==> config.mk <==
export PLATFORM = sky130hd
export DESIGN_NAME = odb_regs
export DESIGN_NICKNAME = d
export VERILOG_FILES = /design/src/odb_pkg.sv /design/src/odb_debounce.sv /design/src/odb_regs.sv
export SDC_FILE = /design/constraint.sdc
export NUM_CORES = 1
export LEC_CHECK = 0
export BUFFER_PORTS_ARGS = -buffer_cell sky130_fd_sc_hd__buf_2
export CAP_MARGIN = 10
export CORE_MARGIN = 3
export CORE_UTILIZATION = 56
export CTS_CLUSTER_SIZE = 20
export DETAILED_ROUTE_END_ITERATION = 10
export GPL_ROUTABILITY_DRIVEN = 0
export PLACE_DENSITY_LB_ADDON = 0.15
export SLEW_MARGIN = 30
export SYNTH_ARGS = -nofsm -noshare
export SYNTH_HDL_FRONTEND = slang
export SYNTH_SLANG_ARGS = --single-unit
==> constraint.sdc <==
create_clock -name clk_in -period 2.8 [get_ports clk_in]
set_input_delay 0.42 -clock clk_in [delete_from_list [all_inputs] [get_ports clk_in]]
set_output_delay 0.42 -clock clk_in [all_outputs]
set_load 0.05 [all_outputs]
==> src/odb_pkg.sv <==
`default_nettype none
package odb_pkg;
	// Register offsets on page 1
	localparam logic [7:0] ADDR_SPK_CTRL = 8'h2A;
	localparam logic [7:0] ADDR_RSVD_2B = 8'h2B;
	localparam logic [7:0] ADDR_HP_CTRL = 8'h2C;
	localparam logic [7:0] ADDR_RSVD_2D = 8'h2D;
	localparam logic [7:0] ADDR_BIAS_PD = 8'h2E;
	// Field positions
	localparam int SPK_UNMUTE_BIT = 2;
	localparam int SPK_GAIN_LO = 3;
	localparam int SPK_DONE_BIT = 0;
	localparam int HP_DEB_LO = 5;
	localparam int HP_PERF_LO = 3;
	localparam int HP_LINEOUT_BIT = 2;
	localparam int BIAS_PD_BIT = 7;
	localparam int BIAS_FORCE_BIT = 3;
	localparam int BIAS_LVL_LO = 0;
	// Reset values and writable masks
	localparam logic [7:0] SPK_RESET = 8'h00;
	localparam logic [7:0] HP_RESET = 8'h00;
	localparam logic [7:0] BIAS_RESET = 8'h00;
	localparam logic [7:0] SPK_WMASK = 8'h1C;
	localparam logic [7:0] HP_WMASK = 8'hFC;
	localparam logic [7:0] BIAS_WMASK = 8'h8B;
	localparam logic [1:0] PERF_RESERVED = 2'h2;
	// Debounce timebase: 1 MHz tick from the 40 MHz clock, period 8 us per code 001
	localparam int CLK_MHZ = 40;
	localparam int TICK_US = 1;
	localparam int TICK_CYC = CLK_MHZ * TICK_US;
	// Oscillator source: nominal 8.2 MHz, unit tick is 8 oscillator periods
	localparam int OSC_DIV = 8;
	localparam int DEB_SAMPLES = 8;
	// Cycles of the gain ramp taken per step
	localparam int GAIN_STEP_CYC = 4;
endpackage
`default_nettype wire

==> src/odb_debounce.sv <==
`default_nettype none
// Short-circuit debouncer; sampling period is one eighth of the selected duration
module odb_debounce (
	// Clock and reset
	input wire logic clk_in,
	input wire logic rst_n_in,
	// Control
	input wire logic [2:0] code_in,
	input wire logic use_osc_in,
	input wire logic osc_tick_in,
	input wire logic raw_in,
	// Result
	output logic short_out
);
	logic [7:0] pre_cnt;
	logic [3:0] hits;
	logic base_tick;
	logic samp_tick;
	logic [6:0] samp_div;
	logic [6:0] samp_len;

	// Base tick: 1 us from the main clock or one oscillator unit
	always_ff @(posedge clk_in or negedge rst_n_in)
	begin
		if (!rst_n_in)
			pre_cnt <= 8'h00;
		else if (use_osc_in)
			pre_cnt <= 8'h00;
		else if (pre_cnt == 8'(odb_pkg::TICK_CYC - 1))
			pre_cnt <= 8'h00;
		else
			pre_cnt <= pre_cnt + 8'h01;
	end
	assign base_tick = use_osc_in ? osc_tick_in : (pre_cnt == 8'(odb_pkg::TICK_CYC - 1));

	// Sample period in base ticks: code 001 gives 1, doubling per code
	assign samp_len = (code_in == 3'h0) ? 7'h01 : 7'(7'h01 << (code_in - 3'h1));
	always_ff @(posedge clk_in or negedge rst_n_in)
	begin
		if (!rst_n_in)
			samp_div <= 7'h00;
		else if (base_tick)
			samp_div <= (samp_div + 7'h01 >= samp_len) ? 7'h00 : samp_div + 7'h01;
	end
	assign samp_tick = base_tick && (samp_div + 7'h01 >= samp_len);

	// Count eight consecutive asserted samples before reporting
	always_ff @(posedge clk_in or negedge rst_n_in)
	begin
		if (!rst_n_in)
		begin
			hits <= 4'h0;
			short_out <= 1'b0;
		end
		else if (!raw_in)
		begin
			hits <= 4'h0;
			short_out <= 1'b0;
		end
		else if (code_in == 3'h0)
			short_out <= 1'b1;
		else if (samp_tick)
		begin
			if (hits == 4'(odb_pkg::DEB_SAMPLES - 1))
				short_out <= 1'b1;
			else
				hits <= hits + 4'h1;
		end
	end

	chk_zero_code_fast: assert property (@(posedge clk_in) disable iff (!rst_n_in)
		(raw_in && code_in == 3'h0) |=> short_out)
		else $error("zero debounce code did not report at once");
	chk_short_drops: assert property (@(posedge clk_in) disable iff (!rst_n_in)
		!raw_in |=> !short_out)
		else $error("short flag held without raw detection");
endmodule
`default_nettype wire

==> src/odb_regs.sv <==
`default_nettype none
// Overview of operation
// - Speaker driver stays muted until unmute bit is set; reset keeps it muted.
// - Read-only done bit is 0 while a speaker gain change is pending.
// - Three-bit debounce code: 0 us, then 8 us doubling per step.
// - Oscillator timebase gives about 7.8 us upward, doubling per step.
// - Debounce sampling period is one eighth of the selected duration.
// - Two-bit DAC performance mode; code 10 reserved, never written.
// - Lineout bit: 0 headphone driver, 1 lineout driver, reset 0.
// - Power-down bit 1 enables software power-down; reset 0.
// - Bias off with detection on and no headset unless force bit set.
// - Bias level code: off, 2 V, 2.5 V, analog supply rail.
// - Speaker output stage gain code selects 6, 12, 18, 24 dB.
module odb_regs (
	// Clock and reset
	input wire logic clk_in,
	input wire logic rst_n_in,
	// Register access from the serial control slave
	input wire logic wr_en_in,
	input wire logic [7:0] addr_in,
	input wire logic [7:0] wdata_in,
	output logic [7:0] rdata_out,
	// Status inputs from analog and detection
	input wire logic osc_tick_in,
	input wire logic use_osc_in,
	input wire logic short_raw_in,
	input wire logic hs_detect_en_in,
	input wire logic hs_present_in,
	// Controls to the analog blocks
	output logic spk_unmute_out,
	output logic [1:0] spk_gain_out,
	output logic [1:0] dac_perf_out,
	output logic lineout_out,
	output logic sw_pd_out,
	output logic [1:0] bias_level_out,
	output logic short_det_out
);
	logic [7:0] spk_reg;
	logic [7:0] hp_reg;
	logic [7:0] bias_reg;
	logic [1:0] gain_applied;
	logic [2:0] step_cnt;
	logic gain_done;
	logic bias_on;
	logic short_int;
	logic [7:0] next_rdata;
	logic [3:0] ramp_age;

	// Register writes; reserved bits are masked so they always read zero
	always_ff @(posedge clk_in or negedge rst_n_in)
	begin
		if (!rst_n_in)
		begin
			spk_reg <= odb_pkg::SPK_RESET;
			hp_reg <= odb_pkg::HP_RESET;
			bias_reg <= odb_pkg::BIAS_RESET;
		end
		else if (wr_en_in)
		begin
			if (addr_in == odb_pkg::ADDR_SPK_CTRL)
				spk_reg <= wdata_in & odb_pkg::SPK_WMASK;
			else if (addr_in == odb_pkg::ADDR_HP_CTRL)
			begin
				// A reserved performance code is refused; other fields still update
				if (wdata_in[odb_pkg::HP_PERF_LO +: 2] == odb_pkg::PERF_RESERVED)
					hp_reg <= (wdata_in & odb_pkg::HP_WMASK & 8'hE7) | (hp_reg & 8'h18);
				else
					hp_reg <= wdata_in & odb_pkg::HP_WMASK;
			end
			else if (addr_in == odb_pkg::ADDR_BIAS_PD)
				bias_reg <= wdata_in & odb_pkg::BIAS_WMASK;
			// Writes to 0x2B and 0x2D are dropped
		end
	end

	// Gain ramp: applied gain steps toward the programmed code
	always_ff @(posedge clk_in or negedge rst_n_in)
	begin
		if (!rst_n_in)
		begin
			gain_applied <= 2'h0;
			step_cnt <= 3'h0;
		end
		else if (gain_applied == spk_reg[odb_pkg::SPK_GAIN_LO +: 2])
			step_cnt <= 3'h0;
		else if (step_cnt == 3'(odb_pkg::GAIN_STEP_CYC - 1))
		begin
			step_cnt <= 3'h0;
			if (gain_applied < spk_reg[odb_pkg::SPK_GAIN_LO +: 2])
				gain_applied <= gain_applied + 2'h1;
			else
				gain_applied <= gain_applied - 2'h1;
		end
		else
			step_cnt <= step_cnt + 3'h1;
	end
	assign gain_done = (gain_applied == spk_reg[odb_pkg::SPK_GAIN_LO +: 2]);

	// Bias gating by headset presence
	assign bias_on = bias_reg[odb_pkg::BIAS_FORCE_BIT] || !hs_detect_en_in || hs_present_in;

	// Debounced short detection, timebase selected by input
	odb_debounce u_deb (
		.clk_in(clk_in),
		.rst_n_in(rst_n_in),
		.code_in(hp_reg[odb_pkg::HP_DEB_LO +: 3]),
		.use_osc_in(use_osc_in),
		.osc_tick_in(osc_tick_in),
		.raw_in(short_raw_in),
		.short_out(short_int)
	);

	// Read mux; reserved registers read zero
	always_comb
	begin
		if (addr_in == odb_pkg::ADDR_SPK_CTRL)
			next_rdata = spk_reg | {7'h00, gain_done};
		else if (addr_in == odb_pkg::ADDR_HP_CTRL)
			next_rdata = hp_reg;
		else if (addr_in == odb_pkg::ADDR_BIAS_PD)
			next_rdata = bias_reg;
		else
			next_rdata = 8'h00;
	end

	// Registered outputs so every output comes from a flip-flop
	always_ff @(posedge clk_in or negedge rst_n_in)
	begin
		if (!rst_n_in)
		begin
			rdata_out <= 8'h00;
			spk_unmute_out <= 1'b0;
			spk_gain_out <= 2'h0;
			dac_perf_out <= 2'h0;
			lineout_out <= 1'b0;
			sw_pd_out <= 1'b0;
			bias_level_out <= 2'h0;
			short_det_out <= 1'b0;
		end
		else
		begin
			rdata_out <= next_rdata;
			spk_unmute_out <= spk_reg[odb_pkg::SPK_UNMUTE_BIT];
			spk_gain_out <= gain_applied;
			dac_perf_out <= hp_reg[odb_pkg::HP_PERF_LO +: 2];
			lineout_out <= hp_reg[odb_pkg::HP_LINEOUT_BIT];
			sw_pd_out <= bias_reg[odb_pkg::BIAS_PD_BIT];
			bias_level_out <= bias_on ? bias_reg[odb_pkg::BIAS_LVL_LO +: 2] : 2'h0;
			short_det_out <= short_int;
		end
	end

	// Helper for the checks: cycles a gain change has been pending since the last write
	// Saturates so a stuck ramp cannot wrap back under the bound
	always_ff @(posedge clk_in or negedge rst_n_in)
	begin
		if (!rst_n_in)
			ramp_age <= 4'h0;
		else if (gain_done || (wr_en_in && addr_in == odb_pkg::ADDR_SPK_CTRL))
			ramp_age <= 4'h0;
		else if (ramp_age != 4'hF)
			ramp_age <= ramp_age + 4'h1;
	end

	// Register checks
	chk_mute_follow: assert property (@(posedge clk_in) disable iff (!rst_n_in)
		spk_unmute_out == $past(spk_reg[odb_pkg::SPK_UNMUTE_BIT]))
		else $error("speaker mute does not follow its bit");
	chk_done_flag: assert property (@(posedge clk_in) disable iff (!rst_n_in)
		(gain_done == (spk_gain_out == spk_reg[4:3])) || $changed(gain_applied))
		else $error("gain done flag wrong");
	chk_gain_settles: assert property (@(posedge clk_in) disable iff (!rst_n_in)
		(wr_en_in && addr_in == odb_pkg::ADDR_SPK_CTRL) ##1 (!wr_en_in)[*8] |-> ##[0:8] gain_done)
		else $error("gain ramp did not settle");
	chk_perf_never_rsvd: assert property (@(posedge clk_in) disable iff (!rst_n_in)
		hp_reg[4:3] != odb_pkg::PERF_RESERVED)
		else $error("reserved performance code stored");
	chk_lineout_write: assert property (@(posedge clk_in) disable iff (!rst_n_in)
		(wr_en_in && addr_in == odb_pkg::ADDR_HP_CTRL) |-> ##2 lineout_out == $past(wdata_in[2], 2))
		else $error("lineout bit not applied");
	chk_pd_write: assert property (@(posedge clk_in) disable iff (!rst_n_in)
		(wr_en_in && addr_in == odb_pkg::ADDR_BIAS_PD) |-> ##2 sw_pd_out == $past(wdata_in[7], 2))
		else $error("power-down bit not applied");
	chk_bias_gated: assert property (@(posedge clk_in) disable iff (!rst_n_in)
		(hs_detect_en_in && !hs_present_in && !bias_reg[3]) |=> bias_level_out == 2'h0)
		else $error("bias on without headset");
	chk_bias_level: assert property (@(posedge clk_in) disable iff (!rst_n_in)
		bias_reg[3] |=> bias_level_out == $past(bias_reg[1:0]))
		else $error("bias level mismatch");
	chk_rsvd_zero: assert property (@(posedge clk_in) disable iff (!rst_n_in)
		(spk_reg[1] == 1'b0) && (hp_reg[1:0] == 2'h0) && (bias_reg[6:4] == 3'h0))
		else $error("reserved bit stored nonzero");
	// Pending gain, read path, performance output and reset checks
	chk_ramp_bounded: assert property (@(posedge clk_in) disable iff (!rst_n_in)
		ramp_age <= 4'(3 * odb_pkg::GAIN_STEP_CYC))
		else $error("gain change pending too long");
	chk_done_readback: assert property (@(posedge clk_in) disable iff (!rst_n_in)
		addr_in == odb_pkg::ADDR_SPK_CTRL |=> rdata_out[odb_pkg::SPK_DONE_BIT] == $past(gain_done))
		else $error("done flag not visible on read");
	chk_rsvd_read_zero: assert property (@(posedge clk_in) disable iff (!rst_n_in)
		(addr_in == odb_pkg::ADDR_RSVD_2B || addr_in == odb_pkg::ADDR_RSVD_2D) |=> rdata_out == 8'h00)
		else $error("reserved register read nonzero");
	chk_perf_follow: assert property (@(posedge clk_in) disable iff (!rst_n_in)
		dac_perf_out == $past(hp_reg[odb_pkg::HP_PERF_LO +: 2]))
		else $error("performance mode does not follow its field");
	chk_gain_step: assert property (@(posedge clk_in) disable iff (!rst_n_in)
		$changed(gain_applied) |-> $past(step_cnt) == 3'(odb_pkg::GAIN_STEP_CYC - 1))
		else $error("gain stepped early");
	chk_mute_at_reset: assert property (@(posedge clk_in) disable iff (!rst_n_in)
		$rose(rst_n_in) |-> !spk_unmute_out)
		else $error("speaker not muted after reset");
	// Scenarios worth seeing in every run
	cov_unmute: cover property (@(posedge clk_in) $rose(spk_unmute_out));
	cov_short: cover property (@(posedge clk_in) $rose(short_det_out));
	cov_bias_gate: cover property (@(posedge clk_in) hs_detect_en_in && !hs_present_in && bias_reg[1:0] != 2'h0);
	cov_gain_ramp: cover property (@(posedge clk_in) $fell(gain_done));
	cov_osc_short: cover property (@(posedge clk_in) use_osc_in && $rose(short_det_out));
endmodule
`default_nettype wire

==> impl_metrics.env <==
export IMPL_clock_power_share=0.267
export IMPL_synth_nets=273
export IMPL_status="complete, no violations"
export IMPL_cts_tree="yes"
export IMPL_required_ns=3.00
export IMPL_worstPathArrival_ns=2.79
export IMPL_path_cells="ha_2, nand2_1, nor2_1, xor2_1, ha_1, and2_1, a221o_1, a41oi_4, buf_4, nor3_1, mux2i_1"
export IMPL_insertion_delay_ns=0.32
export IMPL_port_buffer_count=41
export IMPL_p_int_w=0.001184
export IMPL_ys_types=47
export IMPL_wl_mm=4.656
export IMPL_cap_violations=0
export IMPL_place_inst=326
export IMPL_peakVddDrop_v=0.0002860
export IMPL_stdcell_count=335
export IMPL_slowest_stage="dfrtp_2"
export IMPL_startpoint="u_deb.samp_div[0]"
export IMPL_multi_input_area_sq_um=1202
export IMPL_drt_pre_antenna_iters=4
export IMPL_netlist_top_cells_count="dfrtp_1 (56), nand2_1 (30), nor2_1 (17)"
export IMPL_nets=319
export IMPL_fp_row_count=24
export IMPL_coreArea_sq_um=4444
export IMPL_worst_slew_pin_slew_ns=0.7431
export IMPL_p_leak_nw=1.496
export IMPL_wire_per_inst_microns=13.90
export IMPL_regArea_sq_um=1403
export IMPL_start_kind="flop"
export IMPL_power_frac_seq=0.523
export IMPL_clockBufferDepth=2
export IMPL_area_growth_pct=14.22
export IMPL_yosys_warnings=0
export IMPL_final_antenna_net_count=0
export IMPL_slowest_delay_ns=0.43
export IMPL_synthTopCellsByArea="dfrtp_1 (53%), ha_1 (6.2%), mux2_2 (4.3%), nand2_1 (4.3%), nor2_1 (2.4%)"
export IMPL_cp_end_kind="flop"
export IMPL_yosysSeqAreaShare=0.5308
export IMPL_finalHoldViolCount=0
export IMPL_yosysMostFrequentCell="dfrtp_1"
export IMPL_syn_inst=236
export IMPL_antenna_cells=0
export IMPL_die_y_microns=74.66
export IMPL_hold_buffers=0
export IMPL_htree_levels=2
export IMPL_ys_ff_latch=56
export IMPL_drv_slew=0
export IMPL_pin_count=42
export IMPL_finalSetupTns_ns=0
export IMPL_root_buffer="clkbuf_8"
export IMPL_powerDensity_nw_per_um2=556.7
export IMPL_route_detailed_vias_per_inst=5.325
export IMPL_synth_edf_count=0
export IMPL_drc_errors=0
export IMPL_fin_skew_ns=0.01087
export IMPL_grt_pass1_vias=1695
export IMPL_drive_gt1_frac=0.2756
export IMPL_nFillCells=374
export IMPL_netlist_area_leader_share=0.5308
export IMPL_fin_crit_sh=0.9276
export IMPL_cts_sinks=56
export IMPL_path_clk_slew_ns=0.11
export IMPL_path_class="reg -> reg"
export IMPL_power_switching_w=0.0004944
export IMPL_dieArea_sq_um=5574
export IMPL_numCtsBuffers=5
export IMPL_grt_pass1_wl_mm=7.990
export IMPL_track_usage=0.1886
export IMPL_grt_max_degree=39
export IMPL_setup_viol=0
export IMPL_sw_frac_of_total=0.2945
export IMPL_slew_headroom=0.5046
export IMPL_syn_cell_area_sq_um=2640
export IMPL_reg_top3="rdata_out x8, u_deb.pre_cnt x8, u_deb.samp_div x7"
export IMPL_fin_crit_ns=2.597
export IMPL_hold_path_class="in -> async"
export IMPL_r2r_start="u_deb.samp_div[0]"
export IMPL_fmax_mhz=385.0
export IMPL_yosys_most_used_dff="dfrtp_1"
export IMPL_drtIter0Drc=79
export IMPL_yosysTopAreaCell="dfrtp_1"
export IMPL_hpwl_mm=3.540
export IMPL_rsz0062_at_grt="no"
export IMPL_antenna_found_initial=0
export IMPL_dieWidth_microns=74.66
export IMPL_avgSynthCellArea_sq_um=11.19
export IMPL_grt_overflow_total=0
export IMPL_critPathMaxFanout=6
export IMPL_num_vias=1784
export IMPL_start_util=0.5940
export IMPL_share_comb_of_total_power=0.211
export IMPL_synthArstFlopShare=1.000
[critical path, delay by kind of cell, from the launching register on]
kind | cells | cell delay, ns
multiplexers | 1 | 0.15
AO/OA/AOI/OAI | 2 | 0.59
AND/OR/NAND/NOR | 4 | 0.42
adder cells (fa/ha/maj) | 2 | 0.51
flip-flops | 1 | 0.43
XOR/XNOR | 1 | 0.21
buffers and inverters | 1 | 0.16
[final cells by class]
cell class | count | area share
Clock buffer | 5 | 0.02282
Clock inverter | 3 | 0.007469
Inverter | 7 | 0.008714
Multi-Input combinational cell | 168 | 0.3988
Sequential cell | 56 | 0.4651
Tap cell | 52 | 0.02158
Timing Repair Buffer | 44 | 0.07552
[worst paths after layout]
kind                                      to  slack, ns  depth (start not counted)
max                            u_deb.hits[3]       0.20                         11
min                                hp_reg[7]       0.03                          1
max reg2reg                    u_deb.hits[3]       0.20                         11
min reg2reg                    short_det_out       0.39                          0
max in group asynchronous  u_deb.samp_div[0]       1.93                          2
min in group clk_in                hp_reg[5]       0.33                          2
[cells by family (layout without fill, tap and decap cells)]
kind of cell | Yosys count | count (layout) | share of synthesized area
xor gates and xnor gates | 13 | 13 | 0.04313
muxes | 15 | 15 | 0.06161
DFF | 56 | 56 | 0.5308
and+or+nand+nor | 96 | 96 | 0.2010
buffers and inverters | 12 | 59 | 0.01753
AOI/OAI and AO/OA | 31 | 31 | 0.08436
adders and majority gates | 13 | 13 | 0.06161
[layout by cell type (no fill, tap or decap), types with 3 or more instances in the layout]
cell,synthesis,routed
buf_4,0,3
nand4_1,3,3
a21oi_1,3,3
nor2_1,17,17
nand3_1,9,9
o21ai_0,12,12
nand3b_1,3,3
a22oi_1,3,3
mux2_2,10,10
xor2_1,7,7
nand2b_1,3,3
nand2_1,30,30
and2_1,4,4
clkbuf_8,0,5
ha_1,13,12
buf_2,1,41
mux2i_1,5,5
dfrtp_1,56,55
nor2b_1,5,5
xnor2_1,6,5
nor3_1,4,4
a21o_1,3,3
inv_1,7,7
[power by group through the flow]
stage                     Clock [W]  Combinational [W]  Sequential, W
after global routing       0.000500           0.000396       0.000883
after global placement            0           0.000327       0.000889
after detailed placement          0           0.000334       0.000891
after floorplan                   0           0.000211       0.000902
after CTS                  0.000464           0.000336       0.000876
final                      0.000447           0.000354       0.000878
[stage by stage]
step / total power (W) / area [sq um] / util / hold slack [ns] / setup WS (ns)
3_5_place_dp: 0.001226 / 2905 / 0.6537 / 0.3676 / 0.1248
4_1_cts: 0.001675 / 2997 / 0.6743 / 0.03748 / 0.08159
6_report: 0.001679 / 3015 / 0.6785 / 0.02792 / 0.2027
3_3_place_gp: 0.001216 / 2905 / 0.6537 / 0.3803 / 0.2131
5_1_grt: 0.001779 / 3015 / 0.6785 / 0.04727 / 0.01734
2_1_floorplan: 0.001114 / 2640 / - / 0.1244 / 0.2979
[routing by layer]
metal	vias to the layer above	track usage	part of all wire
li1	919	-	-
met1	823	0.2574	0.47
met2	34	0.2985	0.47
met3	8	0.05073	0.041
met4	0	0.05336	0.016
met5	-	0	0
[repair_timing]
item,in CTS,in global routing
setup endpoints to repair,0,9
buffers inserted,0,1
resized for setup,0,3
Note: power is estimated with default switching activity, not from simulation.
